==> src/inc/tpc_defs.svh <==
// Constants for the shared timer prescaler, clock select and timer0 flag block.
`ifndef TPC_DEFS_SVH
`define TPC_DEFS_SVH
`define TPC_ADDR_MASK 2'h0
`define TPC_ADDR_FLAGS 2'h1
`define TPC_ADDR_PSCTL 2'h2
`define TPC_ADDR_T1FLAGS 2'h3
`define TPC_BIT_CMP_A 0
`define TPC_BIT_OVF 1
`define TPC_BIT_CMP_B 2
`define TPC_MASK_USED 8'h07
`define TPC_PSCTL_USED 8'h01
`define TPC_T1_USED 8'h03
`define TPC_RESET_VALUE 8'h00
`define TPC_DIV_WIDTH 10
`define TPC_MAX_FF 8'hFF
`define TPC_BOTTOM 8'h00
`endif

==> src/inc/tpc_pkg.sv <==
// Types for the shared timer prescaler and timer0 flag block.
package tpc_pkg;
   typedef enum logic [2:0] {
      TPC_CS_STOP = 3'h0,
      TPC_CS_DIV1 = 3'h1,
      TPC_CS_DIV8 = 3'h2,
      TPC_CS_DIV64 = 3'h3,
      TPC_CS_DIV256 = 3'h4,
      TPC_CS_DIV1024 = 3'h5,
      TPC_CS_EXT_FALL = 3'h6,
      TPC_CS_EXT_RISE = 3'h7
   } tpc_clock_select_type;
   typedef struct packed {
      logic cmp_b;
      logic overflow;
      logic cmp_a;
   } tpc_t0_events_type;
   typedef struct packed {
      logic [7:0] addr;
      logic [7:0] wdata;
      logic wr;
      logic rd;
   } tpc_bus_req_type;
endpackage

==> src/rtl/tpc_timer_prescaler.sv <==
// Shared prescaler, clock-select tick generation and timer0 interrupt flags.
//
// The implementer's own choices: strobed register access and the address map.
`timescale 1ns/1ps
`default_nettype none
`include "tpc_defs.svh"
module tpc_timer_prescaler
   import tpc_pkg::*;
#(
   parameter int DIV_WIDTH = `TPC_DIV_WIDTH
) (
   input wire logic mclk,
   input wire logic rst_n,
   input wire logic clk_en,
   input wire tpc_bus_req_type bus_req,
   output logic [7:0] bus_rdata,
   input wire logic [2:0] t0_clock_select,
   input wire logic [2:0] t1_clock_select,
   input wire logic t0_ext_count_pin,
   input wire logic t1_ext_count_pin,
   input wire logic [7:0] t0_count,
   input wire logic t0_count_advance,
   input wire logic [2:0] t0_waveform_mode,
   input wire logic [7:0] t0_compare_a_value,
   input wire logic [7:0] t0_compare_b_value,
   input wire logic t1_cmp_a_match,
   input wire logic t1_cmp_b_match,
   input wire logic global_irq_en,
   input wire tpc_t0_events_type t0_vector_ack,
   input wire logic [1:0] t1_vector_ack,
   output logic t0_count_tick,
   output logic t1_count_tick,
   output tpc_t0_events_type t0_irq_req,
   output logic [1:0] t1_irq_req
);

   // Reset release: asserted at once, removed through two flops.
   logic rst_meta_ff;
   logic rst_sync_ff;
   always_ff @(posedge mclk or negedge rst_n) begin
      if (!rst_n) begin
         rst_meta_ff <= 1'b0;
         rst_sync_ff <= 1'b0;
      end else begin
         rst_meta_ff <= 1'b1;
         rst_sync_ff <= rst_meta_ff;
      end
   end
   wire logic srst_n = rst_sync_ff;

   // Tap select shared by both timers; external selects never see the divider.
   function automatic logic pick_tick(input logic [2:0] sel,
                                      input logic [DIV_WIDTH-1:0] div,
                                      input logic rise,
                                      input logic fall);
      logic t;
      t = 1'b0;
      unique case (tpc_clock_select_type'(sel))
         TPC_CS_STOP: t = 1'b0;
         TPC_CS_DIV1: t = 1'b1;
         TPC_CS_DIV8: t = (div[2:0] == 3'h7);
         TPC_CS_DIV64: t = (div[5:0] == 6'h3F);
         TPC_CS_DIV256: t = (div[7:0] == 8'hFF);
         TPC_CS_DIV1024: t = (div == {DIV_WIDTH{1'b1}});
         TPC_CS_EXT_FALL: t = fall;
         TPC_CS_EXT_RISE: t = rise;
      endcase
      return t;
   endfunction

   // Register decode.
   logic wr_mask;
   logic wr_flags;
   logic wr_psctl;
   logic wr_t1flags;
   always_comb begin
      wr_mask = bus_req.wr && (bus_req.addr == {6'h00, `TPC_ADDR_MASK});
      wr_flags = bus_req.wr && (bus_req.addr == {6'h00, `TPC_ADDR_FLAGS});
      wr_psctl = bus_req.wr && (bus_req.addr == {6'h00, `TPC_ADDR_PSCTL});
      wr_t1flags = bus_req.wr && (bus_req.addr == {6'h00, `TPC_ADDR_T1FLAGS});
   end

   // Free-running divider; it ignores both clock selects entirely.
   logic [DIV_WIDTH-1:0] div_ff;
   logic [DIV_WIDTH-1:0] nxt_div;
   always_comb begin
      if (wr_psctl && bus_req.wdata[0]) begin
         nxt_div = '0;
      end else begin
         nxt_div = div_ff + 1'b1;
      end
   end

   // Pin synchronisers: three flops per pin, edges taken where two and three differ.
   // The first flop only feeds the second, so metastability cannot reach the detector.
   logic [2:0] t0_pin_ff;
   logic [2:0] t1_pin_ff;
   logic [2:0] nxt_t0_pin;
   logic [2:0] nxt_t1_pin;
   always_comb begin
      nxt_t0_pin = {t0_pin_ff[1:0], t0_ext_count_pin};
      nxt_t1_pin = {t1_pin_ff[1:0], t1_ext_count_pin};
   end
   logic t0_rise;
   logic t0_fall;
   logic t1_rise;
   logic t1_fall;
   always_comb begin
      t0_rise = t0_pin_ff[1] & ~t0_pin_ff[2];
      t0_fall = ~t0_pin_ff[1] & t0_pin_ff[2];
      t1_rise = t1_pin_ff[1] & ~t1_pin_ff[2];
      t1_fall = ~t1_pin_ff[1] & t1_pin_ff[2];
   end

   // Registered ticks; one pulse per selected event, about three cycles after a pin edge.
   logic t0_tick_ff;
   logic t1_tick_ff;
   logic nxt_t0_tick;
   logic nxt_t1_tick;
   always_comb begin
      nxt_t0_tick = pick_tick(t0_clock_select, div_ff, t0_rise, t0_fall);
      nxt_t1_tick = pick_tick(t1_clock_select, div_ff, t1_rise, t1_fall);
   end
   assign t0_count_tick = t0_tick_ff & clk_en;
   assign t1_count_tick = t1_tick_ff & clk_en;

   // Timer0 event detection; match and overflow are judged when the count advances.
   logic ovf_event;
   logic cmp_a_event;
   logic cmp_b_event;
   always_comb begin
      cmp_a_event = t0_count_advance && (t0_count == t0_compare_a_value);
      cmp_b_event = t0_count_advance && (t0_count == t0_compare_b_value);
      unique case (t0_waveform_mode)
         3'h1, 3'h5: ovf_event = t0_count_advance && (t0_count == `TPC_BOTTOM);
         3'h7: ovf_event = t0_count_advance && (t0_count == t0_compare_a_value);
         default: ovf_event = t0_count_advance && (t0_count == `TPC_MAX_FF);
      endcase
   end

   // Flags: set wins over a same-cycle clear by write-one or vector entry.
   logic [7:0] mask_ff;
   logic [7:0] nxt_mask;
   tpc_t0_events_type flags_ff;
   tpc_t0_events_type nxt_flags;
   logic [1:0] t1_flags_ff;
   logic [1:0] nxt_t1_flags;
   tpc_t0_events_type clr;
   tpc_t0_events_type setv;
   always_comb begin
      nxt_mask = wr_mask ? (bus_req.wdata & `TPC_MASK_USED) : mask_ff;
      setv = '{cmp_b: cmp_b_event, overflow: ovf_event, cmp_a: cmp_a_event};
      clr = t0_vector_ack;
      if (wr_flags) begin
         clr = clr | bus_req.wdata[2:0];
      end
      nxt_flags = (flags_ff & ~clr) | setv;
      nxt_t1_flags = t1_flags_ff & ~t1_vector_ack;
      if (wr_t1flags) begin
         nxt_t1_flags = nxt_t1_flags & ~bus_req.wdata[1:0];
      end
      nxt_t1_flags = nxt_t1_flags | {t1_cmp_b_match, t1_cmp_a_match};
   end

   // Timer0 requests need the mask bit, the flag and the global enable together; timer1 requests need only the flag and the global enable.
   always_comb begin
      t0_irq_req.cmp_b = global_irq_en & mask_ff[`TPC_BIT_CMP_B] & flags_ff.cmp_b;
      t0_irq_req.overflow = global_irq_en & mask_ff[`TPC_BIT_OVF] & flags_ff.overflow;
      t0_irq_req.cmp_a = global_irq_en & mask_ff[`TPC_BIT_CMP_A] & flags_ff.cmp_a;
      t1_irq_req = {2{global_irq_en}} & t1_flags_ff;
   end

   // Read data, one cycle after the strobe; unmapped reads return zero.
   logic [7:0] rdata_ff;
   logic [7:0] nxt_rdata;
   always_comb begin
      nxt_rdata = 8'h00;
      if (bus_req.rd) begin
         unique case (bus_req.addr)
            {6'h00, `TPC_ADDR_MASK}: nxt_rdata = mask_ff;
            {6'h00, `TPC_ADDR_FLAGS}: nxt_rdata = {5'h00, flags_ff};
            {6'h00, `TPC_ADDR_PSCTL}: nxt_rdata = 8'h00; // self-clearing bit 0
            {6'h00, `TPC_ADDR_T1FLAGS}: nxt_rdata = {6'h00, t1_flags_ff};
            default: nxt_rdata = 8'h00;
         endcase
      end
   end
   assign bus_rdata = rdata_ff;

   // All state registers except the reset synchroniser; the clock enable freezes all of these.
   always_ff @(posedge mclk or negedge srst_n) begin
      if (!srst_n) begin
         div_ff <= '0;
         t0_pin_ff <= 3'h0;
         t1_pin_ff <= 3'h0;
         t0_tick_ff <= 1'b0;
         t1_tick_ff <= 1'b0;
         mask_ff <= `TPC_RESET_VALUE;
         flags_ff <= '0;
         t1_flags_ff <= 2'h0;
         rdata_ff <= 8'h00;
      end else if (clk_en) begin
         div_ff <= nxt_div;
         t0_pin_ff <= nxt_t0_pin;
         t1_pin_ff <= nxt_t1_pin;
         t0_tick_ff <= nxt_t0_tick;
         t1_tick_ff <= nxt_t1_tick;
         mask_ff <= nxt_mask;
         flags_ff <= nxt_flags;
         t1_flags_ff <= nxt_t1_flags;
         rdata_ff <= nxt_rdata;
      end
   end

endmodule
`default_nettype wire

==> config.mk <==
export PLATFORM = sky130hd
export DESIGN_NAME = tpc_timer_prescaler
export DESIGN_NICKNAME = d
export VERILOG_FILES = /design/src/inc/tpc_pkg.sv /design/src/rtl/tpc_timer_prescaler.sv
export VERILOG_INCLUDE_DIRS = /design/src /design/src/inc
export SDC_FILE = /design/constraint.sdc
export NUM_CORES = 1
export LEC_CHECK = 0
export BUFFER_PORTS_ARGS = -buffer_cell sky130_fd_sc_hd__buf_2
export CORE_UTILIZATION = 48
export DETAILED_ROUTE_END_ITERATION = 8
export HOLD_SLACK_MARGIN = 0.05
export PLACE_DENSITY = 0.89
export SLEW_MARGIN = 20
export SYNTH_ARGS = -nofsm -noshare
export SYNTH_HDL_FRONTEND = slang
export SYNTH_SLANG_ARGS = --single-unit
==> constraint.sdc <==
create_clock -name mclk -period 1.24 [get_ports mclk]
set_input_delay 0.124 -clock mclk [delete_from_list [all_inputs] [get_ports mclk]]
set_output_delay 0.124 -clock mclk [all_outputs]
set_load 0.01 [all_outputs]
==> flow_summary.yaml <==
outcome:
  run_status: "complete, but fails checks"
  violations: "negative setup slack"
setup_path:
  startpoint: "div_ff[1]"
  rr_endpoint: "t1_tick_ff"
  crit_path_start_kind: "flop"
  r2r_cells: 6
  cpMaxStageDelayCell: "dfrtp_1"
  path_buf_inv: 1
  end_kind: "flop"
  r2r-start: "div_ff[1]"
  path_class: "flop to flop"
  worstPathArrival_ns: 1.55
  cp-endpoint: "t1_tick_ff"
  required_ns: 1.41
  cp_max_fo: 3
  cpLargestDelayFamily: "flip-flops"
  ff2ff_setup_slack_ns: -0.14
  crit_top_cell: "ha_4"
  slowest_delay_ns: 0.41
  crit_chain: "ha_4 -> ha_4 -> inv_4 -> o21ai_2 -> a2111oi_2 -> nor3_1"
  critical_path_depth: 6
routing:
  ant_nets: 0
  dr.pass1.iters: 4
  drt-total-wl_microns: 5135
  dr_total_vias: 1910
  first_iter_violations: 68
  wl_per_cell_microns: 14.93
  vias_per_cell: 5.552
  drc: 0
timing:
  min_period_ns: 1.381
  hold_violations: 0
  final-setup-viol-count: 7
  period_share_pct: 111.3
  slew_headroom_pct: 65.93
  slew_viol_final: 0
  setup_slack_ns: -0.1406
  hold_slack_ns: 0.07012
  finClkSkew_ns: 0.009236
  fmax_mhz: 724.3
  worst_pin_slew_ns: 0.5105
  rsz0062_at_grt: "yes"
synthesis:
  yosysWarnings: 0
  ys_types: 46
  synth_top_cell_by_area: "dfrtp_1"
  syn_area_sq_um: 1946
  yosysTopAreaCellShare_pct: 39.87
  yosysMostFrequentCell: "dfrtp_1"
  synth_xor_area_share_pct: 10.35
  muxShareOfSynthArea_pct: 7.460
  synth_top_family_by_area: "simple AND/OR/NAND/NOR gates"
  synth_simple_gate_area_share_pct: 26.75
  synth.avg_cell_area_sq_um: 9.777
  ys_seq_area_share_pct: 39.87
  async_flop_share_pct: 100.0
  synth_edf_count: 0
  synth_compound_area_share_pct: 9.646
  synthAdderAreaFrac_pct: 1.286
  synth-main-ff-cell: "dfrtp_1"
  ys_ff_latch: 31
  synth_area_leaders: "dfrtp_1 (40%), xnor2_1 (6.3%), mux2_2 (5.2%)"
  syn_inst: 199
  synthTopCellsByCount: "dfrtp_1 (31), nand2_1 (18), xnor2_1 (14), nor2_1 (13), nand3_1 (10)"
clock_tree:
  htree_levels: 2
  cts-root-buf: "clkbuf_8"
  cts_buffer_depth: 2
  clock_latency_ns: 0.29
  cts_buffers: 5
  cts.sinks: 31
  cts_tree: "built"
  clk_pin_slew_worst_paths_ns: 0.06
power:
  p_leak_nw: 1.290
  p_per_area_nw_per_um2: 1091
  ir_drop_mv: 0.9808
die:
  dieArea_sq_um: 4312
  dieHeight_microns: 65.67
  start_util_pct: 51.59
  fp.coreArea_sq_um: 3771
  top_level_ports: 80
  die_width_microns: 65.67
  rows: 22
placement:
  portBuffers: 69
  globalplace.congestion: 0.8750
  dp_hpwl_microns: 4009
  placed_area_sq_um: 2490
  dp_cells: 331
global_route:
  grt_max_degree: 24
  first_global_vias: 1810
  grt_overflow_total: 0
  grt_pass1_wl_microns: 7859
  gr-usage-all-layers_pct: 24.34
  antenna_found_initial: 0
job:
  cap_violations: 0
final_layout:
  final_nets: 362
  design_area_sq_um: 2708
  diodes: 0
  drive_gt1_share_pct: 44.26
  synthToLayoutAreaGrowth_pct: 39.16
  fillerInstances: 283
  final_cells: 344
min_path:
  min_path_type: "input pin to flop"
## worst min path at each step
stage,start,to,slack (ns),cells past startpoint
after floorplan,rst_n,rst_meta_ff,-0.17,0
after global routing,t0_ext_count_pin,t0_pin_ff[0],0.07,2
after detailed placement,rst_n,rst_meta_ff,-0.09,1
final,t0_ext_count_pin,t0_pin_ff[0],0.07,2
after CTS,t0_ext_count_pin,t0_pin_ff[0],0.07,2
after global placement,rst_n,rst_meta_ff,-0.09,1
## cell type report
class | instances | area [sq um] | share of cell area [%]
Timing Repair Buffer | 95 | 561.8 | 20.75
Sequential cell | 31 | 777.0 | 28.70
Inverter | 5 | 21.27 | 0.7856
Clock buffer | 7 | 76.32 | 2.819
Clock inverter | 1 | 5.005 | 0.1848
Multi-Input combinational cell | 157 | 1206 | 44.55
Tap cell | 48 | 60.06 | 2.218
## cells by family (layout without fill, tap and decap cells)
| group | count (synthesis) | in the layout |
|---|---|---|
| AOI/OAI and AO/OA | 26 | 26 |
| xor gates and xnor gates | 23 | 23 |
| adders and majority gates | 2 | 2 |
| buffers and inverters | 15 | 108 |
| DFF | 31 | 31 |
| muxes | 13 | 13 |
| other | 2 | 6 |
| and+or+nand+nor | 87 | 87 |
## routing by layer
layer,vias up,global-route usage (%),part of all wire [%]
met5,-,0,0
met4,0,14.67,3.6
met3,22,6.250,5.6
met2,69,41.33,52
met1,914,26.98,39
li1,905,-,-
## flip-flops by register name (all words and copies together), names as in the netlist
register and cells:
bus_rdata 3, div_ff 10, flags_ff 3, mask_ff 3, rst_meta_ff 1, rst_sync_ff 1
t0_pin_ff 3, t0_tick_ff 1, t1_flags_ff 2, t1_pin_ff 3, t1_tick_ff 1
## where the power goes
group          switching, mW  internal [mW]  leakage (nW)
logic                  0.422          0.485         0.860
registers              0.134           1.15         0.388
clock network          0.371          0.393        0.0422
total                  0.927           2.03          1.29
## cell usage in the layout (no fill, tap or decap), types with 2 or more instances in the layout
cell type and count:
o31ai_2 2, dlygate4sd3_1 2, nor2b_1 2, nor3_4 2, o2bb2ai_1 3, nand2_1 18
conb_1 6, mux2_2 9, nand4_1 8, a22o_1 2, and3_1 7, xnor2_1 13
and2_1 5, mux2_4 2, ha_4 2, buf_2 69, inv_1 4, o211ai_1 3
nand3_1 9, clkbuf_1 2, buf_4 22, clkbuf_8 5, o21ai_0 6, dfrtp_1 30
nor3_1 2, nand2b_1 3, nor2_1 13, xor2_1 9, nor4_1 4
## repair_timing
item	in CTS	in global routing
setup buffers	1	2
gates resized for setup	11	10
hold endpoints to repair	3	0
pin swaps	7	7
gates cloned	0	0
hold buffers	2	0
endpoints found under the setup margin	5	7
## per-stage QoR
stage | setup TNS (ns) | utilization [%] | total power [mW] | setup slack [ns]
3_3_place_gp | -1.700 | 66.03 | 1.992 | -0.1820
5_1_grt | -0.9935 | 71.80 | 3.089 | -0.2065
6_report | -0.3495 | 71.80 | 2.953 | -0.1406
2_1_floorplan | -0.2013 | - | 1.647 | -0.1412
4_1_cts | -0.3899 | 69.91 | 2.875 | -0.2063
3_5_place_dp | -2.442 | 66.03 | 2.040 | -0.3127
(Power assumes the default switching activity.)
